===== src/port_cfg_pkg.sv =====
// constants shared by the port pin configuration block
package port_cfg_pkg;

   localparam int PORT_COUNT = 10;
   localparam int PIN_COUNT  = PORT_COUNT * 8;

   ////////////////////////////////////////////////////////////////////////////
   // register map: one 0x20 window per port, one word per register
   localparam logic [3:0] REG_CFG_ZERO = 4'h0; // offset 0x00
   localparam logic [3:0] REG_CFG_ONE  = 4'h1; // offset 0x04
   localparam logic [3:0] REG_CFG_TWO  = 4'h2; // offset 0x08
   localparam logic [3:0] REG_DATA_OUT = 4'h3; // offset 0x0c
   localparam logic [3:0] REG_PIN_LVL  = 4'h4; // offset 0x10, read only
   localparam int         PORT_SHIFT   = 5;
   localparam int         WORD_SHIFT   = 2;

   localparam logic [1:0] RESP_OKAY   = 2'h0;
   localparam logic [1:0] RESP_SLVERR = 2'h2;

   ////////////////////////////////////////////////////////////////////////////
   // per-pin hardware traits, port 9 in the top byte, port 0 in the low byte
   localparam logic [PIN_COUNT-1:0] PULLUP_PRESENT =
      80'hff_ff_ff_ff_08_2e_ff_f3_00_00;
   localparam logic [PIN_COUNT-1:0] HYSTERESIS_PIN =
      80'hff_ff_ff_ff_f7_d9_f6_33_00_00;
   localparam logic [PIN_COUNT-1:0] PURE_OPEN_DRAIN =
      80'h00_00_00_00_00_c0_00_0c_00_00;
   localparam logic [PIN_COUNT-1:0] ANALOG_CAPABLE =
      80'h00_00_ff_00_00_00_00_00_00_00;
   localparam logic [PIN_COUNT-1:0] RESET_BIDIR =
      80'hff_fc_00_00_00_02_00_00_ff_ff;

   ////////////////////////////////////////////////////////////////////////////
   // reset values of the configuration planes and the output data
   localparam logic [PIN_COUNT-1:0] RST_CFG_TWO  = ~RESET_BIDIR;
   localparam logic [PIN_COUNT-1:0] RST_CFG_ONE  = '0;
   localparam logic [PIN_COUNT-1:0] RST_CFG_ZERO = ~RESET_BIDIR;
   localparam logic [PIN_COUNT-1:0] RST_DATA_OUT = '1;

   // pin modes decoded from {cfg two, cfg one, cfg zero}
   typedef enum logic [2:0] {
      MODE_BIDIR_OD,
      MODE_INPUT,
      MODE_OUT_PP,
      MODE_OUT_OD,
      MODE_PERIPH_PP,
      MODE_PERIPH_BIDIR,
      MODE_ANALOG
   } pin_mode_t;

endpackage : port_cfg_pkg


===== src/port_pin_configuration.sv =====
// pin configuration and routing for all parallel ports, AXI4-Lite registers
//
// How it works
// - each pin has its own three configuration bits in bit planes
// - any pin can be bidirectional or input-only
// - threshold pins use config bit two to pick TTL or CMOS levels
// - hysteresis pins ignore the threshold selection
// - open drain only turns off the high-side driver
// - pure open-drain pins never push high and have no pull-up
// - pull-ups only where the pin has one built in
// - reset mode per pin: bidirectional, bidirectional with pull-up, input
// - ports zero and one carry the external memory bus
// - peripheral inputs see the pin in every digital mode, whenever the peripheral is on
// - analog inputs connect only on explicit selection
// - peripheral outputs drive only after explicit selection
// - bits 1,0,1 give input for a peripheral on a hysteresis pin
// - bits 0,1,1 give peripheral push-pull output
// - bits 1,1,1 give the bidirectional memory bus function
// - bits 1,1,1 on analog pins connect the converter input
//
// The register addresses and register access over AXI4-Lite are this design's own decisions.
`timescale 1ns/1ps

module port_pin_configuration #(
   parameter int ADDR_W = 12
) (
   // clock and reset
   input  wire logic                                 aclk,
   input  wire logic                                 aresetn,
   // axi4-lite write address and data
   input  wire logic                                 s_axi_awvalid,
   output      logic                                 s_axi_awready,
   input  wire logic [ADDR_W-1:0]                    s_axi_awaddr,
   input  wire logic [2:0]                           s_axi_awprot,
   input  wire logic                                 s_axi_wvalid,
   output      logic                                 s_axi_wready,
   input  wire logic [31:0]                          s_axi_wdata,
   input  wire logic [3:0]                           s_axi_wstrb,
   // axi4-lite write response
   output      logic                                 s_axi_bvalid,
   input  wire logic                                 s_axi_bready,
   output      logic [1:0]                           s_axi_bresp,
   // axi4-lite read
   input  wire logic                                 s_axi_arvalid,
   output      logic                                 s_axi_arready,
   input  wire logic [ADDR_W-1:0]                    s_axi_araddr,
   input  wire logic [2:0]                           s_axi_arprot,
   output      logic                                 s_axi_rvalid,
   input  wire logic                                 s_axi_rready,
   output      logic [31:0]                          s_axi_rdata,
   output      logic [1:0]                           s_axi_rresp,
   // pads
   input  wire logic [port_cfg_pkg::PIN_COUNT-1:0]   pad_in,
   output      logic [port_cfg_pkg::PIN_COUNT-1:0]   pad_out,
   output      logic [port_cfg_pkg::PIN_COUNT-1:0]   pad_oe,
   output      logic [port_cfg_pkg::PIN_COUNT-1:0]   weak_pullup,
   output      logic [port_cfg_pkg::PIN_COUNT-1:0]   cmos_level_sel,
   output      logic [port_cfg_pkg::PIN_COUNT-1:0]   analog_connect,
   // external memory bus, ports zero and one
   input  wire logic [7:0]                           mem_addr_data_out,
   input  wire logic                                 mem_addr_data_oe,
   input  wire logic [7:0]                           mem_addr_high,
   // on-chip peripherals, outputs on ports two and up, inputs on every pin
   input  wire logic [port_cfg_pkg::PIN_COUNT-17:0]  peripheral_function_out,
   input  wire logic [port_cfg_pkg::PIN_COUNT-17:0]  peripheral_function_oe,
   output      logic [port_cfg_pkg::PIN_COUNT-1:0]   peripheral_function_in
);

   localparam int NP = port_cfg_pkg::PIN_COUNT;

   ////////////////////////////////////////////////////////////////////////////
   // configuration planes
   logic [NP-1:0] pin_cfg_bit_two;
   logic [NP-1:0] pin_cfg_bit_one;
   logic [NP-1:0] pin_cfg_bit_zero;
   logic [NP-1:0] data_out;
   logic [NP-1:0] pin_level;

   // write channel state
   logic              aw_held;
   logic              w_held;
   logic [ADDR_W-1:0] aw_addr;
   logic [7:0]        w_byte;
   logic              w_lane0;

   // decode: returns {valid, port index, register index}
   function automatic logic [8:0] decode_addr(input logic [ADDR_W-1:0] a);
      logic [3:0] port_idx;
      logic [2:0] reg_idx;
      logic       ok;
      port_idx = a[port_cfg_pkg::PORT_SHIFT +: 4];
      reg_idx  = a[port_cfg_pkg::WORD_SHIFT +: 3];
      ok = (32'(port_idx) < port_cfg_pkg::PORT_COUNT)
         && (reg_idx <= port_cfg_pkg::REG_PIN_LVL[2:0])
         && (a[1:0] == 2'h0)
         && ((a >> (port_cfg_pkg::PORT_SHIFT + 4)) == '0);
      return {ok, port_idx, reg_idx, 1'b0};
   endfunction : decode_addr

   // pin mode from its three bits and its traits
   function automatic port_cfg_pkg::pin_mode_t pin_mode(
      input logic c2, input logic c1, input logic c0, input logic analog);
      port_cfg_pkg::pin_mode_t m;
      case ({c1, c0})
         2'b00:   m = port_cfg_pkg::MODE_BIDIR_OD;
         2'b01:   m = port_cfg_pkg::MODE_INPUT;
         2'b10:   m = c2 ? port_cfg_pkg::MODE_OUT_OD
                         : port_cfg_pkg::MODE_OUT_PP;
         default: begin
            if (!c2)
               m = port_cfg_pkg::MODE_PERIPH_PP;
            else if (analog)
               m = port_cfg_pkg::MODE_ANALOG;
            else
               m = port_cfg_pkg::MODE_PERIPH_BIDIR;
         end
      endcase
      return m;
   endfunction : pin_mode

   logic [8:0] wr_dec;
   logic [8:0] rd_dec;
   assign wr_dec = decode_addr(aw_addr);
   assign rd_dec = decode_addr(s_axi_araddr);

   logic       do_write;
   logic [6:0] wr_base;
   assign do_write = aw_held && w_held && !s_axi_bvalid;
   assign wr_base  = 7'({wr_dec[7:4], 3'h0});

   ////////////////////////////////////////////////////////////////////////////
   // axi write address and data, taken in either order
   always_ff @(posedge aclk) begin
      if (!aresetn) begin
         aw_held       <= 1'b0;
         aw_addr       <= '0;
         s_axi_awready <= 1'b1;
      end else if (s_axi_awvalid && s_axi_awready) begin
         aw_held       <= 1'b1;
         aw_addr       <= s_axi_awaddr;
         s_axi_awready <= 1'b0;
      end else if (do_write) begin
         aw_held       <= 1'b0;
      end else if (s_axi_bvalid && s_axi_bready) begin
         s_axi_awready <= 1'b1;
      end
   end

   always_ff @(posedge aclk) begin
      if (!aresetn) begin
         w_held       <= 1'b0;
         w_byte       <= 8'h00;
         w_lane0      <= 1'b0;
         s_axi_wready <= 1'b1;
      end else if (s_axi_wvalid && s_axi_wready) begin
         w_held       <= 1'b1;
         w_byte       <= s_axi_wdata[7:0];
         w_lane0      <= s_axi_wstrb[0];
         s_axi_wready <= 1'b0;
      end else if (do_write) begin
         w_held       <= 1'b0;
      end else if (s_axi_bvalid && s_axi_bready) begin
         s_axi_wready <= 1'b1;
      end
   end

   always_ff @(posedge aclk) begin
      if (!aresetn) begin
         s_axi_bvalid <= 1'b0;
         s_axi_bresp  <= port_cfg_pkg::RESP_OKAY;
      end else if (do_write) begin
         s_axi_bvalid <= 1'b1;
         s_axi_bresp  <= wr_dec[8] ? port_cfg_pkg::RESP_OKAY
                                   : port_cfg_pkg::RESP_SLVERR;
      end else if (s_axi_bready) begin
         s_axi_bvalid <= 1'b0;
      end
   end

   ////////////////////////////////////////////////////////////////////////////
   // configuration planes, byte lane zero only; pin level is read only
   always_ff @(posedge aclk) begin
      if (!aresetn) begin
         pin_cfg_bit_two  <= port_cfg_pkg::RST_CFG_TWO;
         pin_cfg_bit_one  <= port_cfg_pkg::RST_CFG_ONE;
         pin_cfg_bit_zero <= port_cfg_pkg::RST_CFG_ZERO;
         data_out         <= port_cfg_pkg::RST_DATA_OUT;
      end else if (do_write && wr_dec[8] && w_lane0) begin
         case (4'(wr_dec[3:1]))
            port_cfg_pkg::REG_CFG_TWO:  pin_cfg_bit_two[wr_base +: 8]  <= w_byte;
            port_cfg_pkg::REG_CFG_ONE:  pin_cfg_bit_one[wr_base +: 8]  <= w_byte;
            port_cfg_pkg::REG_CFG_ZERO: pin_cfg_bit_zero[wr_base +: 8] <= w_byte;
            port_cfg_pkg::REG_DATA_OUT: data_out[wr_base +: 8]         <= w_byte;
            default: ;
         endcase
      end
   end

   ////////////////////////////////////////////////////////////////////////////
   // axi read, one outstanding
   logic [7:0] rd_byte;
   logic [6:0] rd_base;
   assign rd_base = 7'({rd_dec[7:4], 3'h0});

   always_comb begin
      case (4'(rd_dec[3:1]))
         port_cfg_pkg::REG_CFG_TWO:  rd_byte = pin_cfg_bit_two[rd_base +: 8];
         port_cfg_pkg::REG_CFG_ONE:  rd_byte = pin_cfg_bit_one[rd_base +: 8];
         port_cfg_pkg::REG_CFG_ZERO: rd_byte = pin_cfg_bit_zero[rd_base +: 8];
         port_cfg_pkg::REG_DATA_OUT: rd_byte = data_out[rd_base +: 8];
         port_cfg_pkg::REG_PIN_LVL:  rd_byte = pin_level[rd_base +: 8];
         default:                    rd_byte = 8'h00;
      endcase
   end

   always_ff @(posedge aclk) begin
      if (!aresetn) begin
         s_axi_arready <= 1'b1;
         s_axi_rvalid  <= 1'b0;
         s_axi_rdata   <= 32'h0000_0000;
         s_axi_rresp   <= port_cfg_pkg::RESP_OKAY;
      end else if (s_axi_arvalid && s_axi_arready) begin
         s_axi_arready <= 1'b0;
         s_axi_rvalid  <= 1'b1;
         s_axi_rdata   <= rd_dec[8] ? {24'h00_0000, rd_byte} : 32'h0000_0000;
         s_axi_rresp   <= rd_dec[8] ? port_cfg_pkg::RESP_OKAY
                                    : port_cfg_pkg::RESP_SLVERR;
      end else if (s_axi_rvalid && s_axi_rready) begin
         s_axi_rvalid  <= 1'b0;
         s_axi_arready <= 1'b1;
      end
   end

   ////////////////////////////////////////////////////////////////////////////
   // per-pin drive, pull-up, threshold and routing
   logic [NP-1:0] alt_out;
   logic [NP-1:0] alt_oe;
   // port zero is the multiplexed address/data byte, port one the high address
   assign alt_out = {peripheral_function_out, mem_addr_high,
                     mem_addr_data_out};
   assign alt_oe  = {peripheral_function_oe, 8'hff,
                     {8{mem_addr_data_oe}}};

   logic [NP-1:0] next_pad_out;
   logic [NP-1:0] next_pad_oe;
   logic [NP-1:0] next_pullup;
   logic [NP-1:0] next_cmos;
   logic [NP-1:0] next_analog;
   logic [NP-1:0] next_digital;

   always_comb begin
      port_cfg_pkg::pin_mode_t m;
      logic drive;
      logic level;
      logic pushpull;
      m        = port_cfg_pkg::MODE_INPUT;
      drive    = 1'b0;
      level    = 1'b0;
      pushpull = 1'b0;
      for (int i = 0; i < NP; i++) begin
         m = pin_mode(pin_cfg_bit_two[i], pin_cfg_bit_one[i],
                      pin_cfg_bit_zero[i], port_cfg_pkg::ANALOG_CAPABLE[i]);
         drive    = 1'b0;
         level    = 1'b0;
         pushpull = 1'b0;
         next_analog[i]  = 1'b0;
         next_digital[i] = 1'b1;
         next_pullup[i]  = 1'b0;
         case (m)
            port_cfg_pkg::MODE_BIDIR_OD: begin
               drive          = 1'b1;
               level          = data_out[i];
               next_pullup[i] = 1'b1;
            end
            port_cfg_pkg::MODE_INPUT: ;
            port_cfg_pkg::MODE_OUT_PP: begin
               drive    = 1'b1;
               level    = data_out[i];
               pushpull = 1'b1;
            end
            port_cfg_pkg::MODE_OUT_OD: begin
               drive = 1'b1;
               level = data_out[i];
            end
            port_cfg_pkg::MODE_PERIPH_PP: begin
               drive    = 1'b1;
               level    = alt_out[i];
               pushpull = 1'b1;
            end
            port_cfg_pkg::MODE_PERIPH_BIDIR: begin
               drive    = alt_oe[i];
               level    = alt_out[i];
               pushpull = 1'b1;
            end
            port_cfg_pkg::MODE_ANALOG: begin
               next_analog[i]  = 1'b1;
               next_digital[i] = 1'b0;
            end
            default: ;
         endcase
         // pure open-drain cells have no high-side driver at all
         if (port_cfg_pkg::PURE_OPEN_DRAIN[i])
            pushpull = 1'b0;
         // open drain: low is driven, high releases the pin
         next_pad_out[i] = pushpull ? level : 1'b0;
         next_pad_oe[i]  = drive && (pushpull || !level);
         next_pullup[i]  = next_pullup[i]
                           && port_cfg_pkg::PULLUP_PRESENT[i];
         next_cmos[i]    = pin_cfg_bit_two[i]
                           && !port_cfg_pkg::HYSTERESIS_PIN[i];
      end
   end

   ////////////////////////////////////////////////////////////////////////////
   // registered pad controls and input paths
   always_ff @(posedge aclk) begin
      if (!aresetn) begin
         pad_out        <= '0;
         pad_oe         <= '0;
         weak_pullup    <= '0;
         cmos_level_sel <= '0;
         analog_connect <= '0;
      end else begin
         pad_out        <= next_pad_out;
         pad_oe         <= next_pad_oe;
         weak_pullup    <= next_pullup;
         cmos_level_sel <= next_cmos;
         analog_connect <= next_analog;
      end
   end

   // peripheral inputs follow the pin in every digital mode, so enabling
   // the peripheral is all it takes; the pin level is one clock late
   always_ff @(posedge aclk) begin
      if (!aresetn) begin
         pin_level              <= '0;
         peripheral_function_in <= '0;
      end else begin
         pin_level              <= pad_in & next_digital;
         peripheral_function_in <= pad_in & next_digital;
      end
   end

endmodule : port_pin_configuration


===== config.mk =====
export PLATFORM = sky130hd
export DESIGN_NAME = port_pin_configuration
export DESIGN_NICKNAME = d
export VERILOG_FILES = /design/src/port_cfg_pkg.sv /design/src/port_pin_configuration.sv
export SDC_FILE = /design/constraint.sdc
export NUM_CORES = 1
export LEC_CHECK = 0
export ABC_AREA = 1
export BUFFER_PORTS_ARGS = -buffer_cell sky130_fd_sc_hd__buf_2
export CAP_MARGIN = 40
export CORE_AREA = 4 4 317 319
export DETAILED_ROUTE_END_ITERATION = 6
export DIE_AREA = 0 0 321 323
export GPL_ROUTABILITY_DRIVEN = 0
export HOLD_SLACK_MARGIN = 0.02
export PLACE_DENSITY = 0.47
export SYNTH_ARGS = -nofsm -noshare
export SYNTH_HDL_FRONTEND = slang
export SYNTH_SLANG_ARGS = --single-unit

===== constraint.sdc =====
create_clock -name aclk -period 6.55 [get_ports aclk]
set_input_delay 0.9825 -clock aclk [delete_from_list [all_inputs] [get_ports aclk]]
set_output_delay 0.9825 -clock aclk [all_outputs]
set_load 0.01 [all_outputs]

# --- Yosys cells after proc, flatten, opt, wreduce, memory -nomap -nowiden ---
# Cells that the tools add are included.
word_totals:
  ff_bits: 864
  output_inout_bits: 521
  word_cells: 2213
classes:
  n_addsub: 1
  n_lt_le_gt_ge: 4
  eq_ne: 569
  shift: 7
  n_mux: 708
  n_bitwise: 1
  n_reduce_logical: 822
op_table:
  columns: ["cell", "count"]
  rows:
  - ["$eq A3 B3 Y1 const B", 241]
  - ["$pmux W3 S3", 80]
  - ["$eq A3 B2 Y1 const B", 164]
  - ["$reduce_or A3 Y1", 156]
  - ["$mux W1", 460]
  - ["$shiftx A80 B8 Y8", 5]
  - ["$bwmux W80", 4]
  - ["$pmux W1 S2", 152]
  - ["$reduce_or A4 Y1", 72]
  - ["$logic_not A3 Y1", 82]
  - ["$logic_not A2 Y1", 82]
  - ["$reduce_and A2 Y1", 82]
  - ["$eq A2 B1 Y1 const B", 80]
  - ["$eq A2 B2 Y1 const B", 80]
  - ["$reduce_or A2 Y1", 80]
  - ["$logic_and A1 B1 Y1", 95]
  - ["$logic_not A1 Y1", 81]
  - ["$and A80 B80 Y80", 1]
  - ["$shift A8 B9 Y80 const A", 1]
  - ["$shiftx A8 B9 Y80", 1]
  - ["$logic_or A1 B1 Y1", 76]
  - ["$pmux W8 S5", 1]
  - ["$reduce_or A5 Y1", 8]
  - ["$logic_not A12 Y1", 2]
  - ["8 further kinds", 26]

# --- Logic depth before layout (Yosys ltp) ---
depth:
  word_depth: 8
  ltp_mapped: 17

# --- Worst setup path after synthesis ---
# Ideal clock, no wire load.
synth_path:
  kind: "input-to-reg"
  start: "input port s_axi_araddr[3]"
  end: "register s_axi_rdata[3]"
  setup_time_ns: 0.070
  arrival_ns: 2.442
  required_time_ns: 6.480
  path_slack_ns: 4.038
  path_stages: 12
  path_cell_list: "buf_2 inv_2 nand2_1 nand2_1 clkbuf_1 clkbuf_1 nand3_1 nand2_1 nand3_1 nand3_1 nand2_1 a21oi_1"
synth_between:
  elab_chain_len: 5
  elab_cells_between_ends: 11
synth_lines:
  columns: ["item", "line", "rtl"]
  rows:
  - ["start, declared", "port_pin_configuration.sv:46", "input wire logic [ADDR_W-1:0] s_axi_araddr,"]
  - ["$le A3 B3 Y1", "port_pin_configuration.sv:94", "&& (reg_idx <= port_cfg_pkg::REG_PIN_LVL[2:0])"]
  - ["$logic_and A1 B1 Y1", "port_pin_configuration.sv:94", null]
  - ["$logic_and A1 B1 Y1", "port_pin_configuration.sv:95", "&& (a[1:0] == 2'h0)"]
  - ["$logic_and A1 B1 Y1", "port_pin_configuration.sv:96", "&& ((a >> (port_cfg_pkg::PORT_SHIFT + 4)) == '0);"]
  - ["$mux W8 (*)", "port_pin_configuration.sv:225", "s_axi_rdata <= rd_dec[8] ? {24'h00_0000, rd_byte} : 32'h0000_0000;"]
  - ["end signal, assigned", "port_pin_configuration.sv:225", null]
  - ["end, declared", "port_pin_configuration.sv:50", "output logic [31:0] s_axi_rdata,"]
# Mark *: on every way between the ends. The rest lies on a longest branch, timed or not.
# A chain may end at the register's enable or synchronous reset.

# --- Final worst setup path ---
layout_path:
  start: "register aw_addr[5]"
  end: "register pin_cfg_bit_two[48]"
layout_between:
  elab_chain_len: 7
  elab_cells_between_ends: 11
layout_lines:
  columns: ["item", "line", "rtl"]
  rows:
  - ["start, declared", "port_pin_configuration.sv:82", "logic [ADDR_W-1:0] aw_addr;"]
  - ["start signal, assigned", "port_pin_configuration.sv:140", "aw_addr <= s_axi_awaddr;"]
  - ["parallel branches: the longest is 7 deep, another holds $neg A7 Y9", null, null]
  - ["end signal, assigned", "port_pin_configuration.sv:184", "pin_cfg_bit_two <= port_cfg_pkg::RST_CFG_TWO;"]
  - ["end signal, assigned by index", "port_pin_configuration.sv:190", "port_cfg_pkg::REG_CFG_TWO: pin_cfg_bit_two[wr_base +: 8] <= w_byte;"]
  - ["end, declared", "port_pin_configuration.sv:73", "logic [NP-1:0] pin_cfg_bit_two;"]
# Several ways; the timed one is not identified.

==> flow_summary.json <==
{
  "ys_types": 47,
  "cts_setup_buffers": 0,
  "period_share": 0.676,
  "portBuffers": 664,
  "worstMarginPinSlew_ns": 1.15,
  "vias": 28300,
  "drv_cap": 0,
  "fmax_mhz": 226,
  "ioPinCount": 819,
  "finalSetupViolations": 0,
  "yosys.cell_count.top_type": "nand2_1",
  "p_int_uw": 7960,
  "cts_inserted_buffers": 89,
  "swShare": 0.252,
  "synth-xor-area-share": 0.000296,
  "synth_area_sq_um": 29600,
  "grt_pass1_vias": 26400,
  "clockBufferDepth": 3,
  "yosys.area.top_type_share": 0.508,
  "ys_seq_elements": 751,
  "outcome": "completed",
  "grt_max_degree": 210,
  "yosysWarnings": 0,
  "ys_seq_area_frac": 0.508,
  "track_usage": 0.243,
  "synth_top_cell_by_area": "dfxtp_1",
  "viasPerCell": 4.92,
  "ir_drop_v": 0.000186,
  "synthMuxAreaShare": 0,
  "relSlewSlack": 0.232,
  "synth_edf_count": 0,
  "p_per_area_nw_per_um2": 288,
  "syn-mean-instance-area_sq_um": 7.99,
  "areaGrowthSynthToFinish_pct": 25.0,
  "wl_per_cell_um": 23.0,
  "path_clk_slew_ns": 0.06,
  "drcViolationCount": 0,
  "pwr-share-clk": 0.484,
  "power_uw": 10600,
  "p_sw_uw": 2690,
  "endpoint_kind": "flop",
  "wl_um": 132000,
  "antenna_found_initial": 32,
  "numClockSinks": 751,
  "fin_crit_ns": 4.43,
  "synth-compound-area-share": 0.182,
  "finalNetCount": 4674,
  "finalMaxSlewViolations": 0,
  "crit_fanout": 17,
  "die_w_um": 321,
  "start_util": 0.303,
  "hold_buffers": 0,
  "seqPwrFrac": 0.443,
  "power.leakage_uw": 0.0177,
  "grt-ovfl-total": 0,
  "cp.required_ns": 7.01,
  "ys.flop_type": "dfxtp_1",
  "htree_num_levels": 3,
  "die_h_um": 323,
  "drt_iter0_markers": 2370,
  "drive_above_1_share": 0.208,
  "synthAdderAreaFrac": 0.00127,
  "num_rows": 115,
  "cp.arrival_ns": 4.89,
  "start_kind": "flop",
  "setup_tns_ns": 0,
  "ys_top_cells_by_area": "dfxtp_1, nand2_1, o21ai_0, inv_1, a21oi_1",
  "async_flop_share": 0,
  "grt_first_pass_wirelength_um": 186000,
  "cts_resized": 0,
  "skew_ns": 0.0188,
  "hold_class": "reg2reg",
  "firstDrtPassIters": 5,
  "insertion_delay_ns": 0.65,
  "yosys-top-cells-count": "nand2_1, dfxtp_1, inv_1",
  "pwr-share-comb": 0.073,
  "crit_type": "reg2reg",
  "ant_nets": 0,
  "rsz0062_at_grt": "no",
  "synth_top_family_by_area": "simple AND/OR/NAND/NOR gates",
  "netlist_instances": 3703,
  "die_area_sq_um": 104000,
  "cts-root-buf": "clkbuf_16",
  "yosys.area_share.simple": 0.203,
  "hold_viol": 0,
  "cts_tree": "built",
  "post-dp-hpwl_um": 94700,
  "core-area_sq_um": 97800
}
## cells in the final DEF (no fill, tap or decap), drive strengths merged
master	instances
conb	185
o2111ai	3
buf	697
nor3b	29
xnor2	1
or2	11
clkbuf	124
nand4	55
o22ai	6
o21bai	1
bufinv	9
ha	3
nor4	1
clkinvlp	7
nor2	165
o21a	1
diode	16
o21ai	313
nand3	223
a22oi	1
clkinv	36
nand2	802
a211oi	65
a221oi	42
o221ai	52
a21oi	257
dfxtp	751
inv	377
o211ai	140
a31oi	8
nor3	82
## worst paths after layout
check | from | endpoint | slack [ns] | cells after the start
worst max register to register | aw_addr[5] | pin_cfg_bit_two[48] | 2.12 | 9
worst min-delay path | pin_cfg_bit_two[37] | cmos_level_sel[37] | 0.43 | 2
worst max-delay path | aw_addr[5] | pin_cfg_bit_two[48] | 2.12 | 9
worst min register to register | pin_cfg_bit_two[37] | cmos_level_sel[37] | 0.43 | 2
## through the flow
step                area [sq um]  setup WS, ns   util  hold slack, ns  std cells
global placement           33900          1.77  0.346           0.420       5565
floorplan                  30300          4.04      -           0.407       3887
detailed placement         33900          1.72  0.347           0.424       5568
CTS                        37000          2.37  0.378           0.431       5733
finish                     37000          2.12  0.378           0.429       5750
global route               37000          2.08  0.378           0.464       5741
## state kept, by name (all words and copies together), names as in the netlist, 8 cells and up
signal and count:
analog_connect 80, data_out 80, pad_oe 80, pin_cfg_bit_one 80
pin_cfg_bit_two 80, pin_cfg_bit_zero 80, pin_level 80, pad_out 76
weak_pullup 51, cmos_level_sel 26, aw_addr 12, s_axi_rdata 8
w_byte 8
## cells by family after synthesis
logic type | after synthesis
other cells | 1
buf+inv | 690
xor+xnor | 1
fa+ha+maj | 3
compound gates | 889
flops | 751
simple gates | 1368
## area by class of cell
cell class	instances	area (sq um)
Inverter	388	1470
Antenna cell	16	40.0
Tap cell	1287	1610
Fill cell	10300	60800
Sequential cell	751	15000
Timing Repair Buffer	697	3660
Clock inverter	41	463
Multi-Input combinational cell	2446	12100
Clock buffer	124	2580
## power by group through the flow
stage / sequential, uW / clock (uW) / combinational, uW
after detailed placement: 4810 / 0 / 775
after floorplan: 4810 / 0 / 408
after global placement: 4810 / 0 / 772
final: 4710 / 5150 / 780
after CTS: 4710 / 5290 / 778
after global routing: 4720 / 5460 / 842
## layer usage
metal,wire (um),vias to the layer above,share of wire,track usage
met5,101,-,0.00077,0
met1,54600,13500,0.41,0.307
met3,9930,195,0.075,0.0559
met2,63000,1040,0.48,0.411
li1,-,13600,-,-
met4,4380,16,0.033,0.0820
## worst max-delay path: stages (launching register included)
cell,delay [ns]
dfxtp_1,0.73
inv_2,0.25
ha_1,0.43
clkinv_1,0.54
nor2_1,0.28
inv_1,0.12
nor2_2,0.52
inv_1,0.39
nor2_1,0.77
o221ai_1,0.19
(Power assumes the default switching activity.)
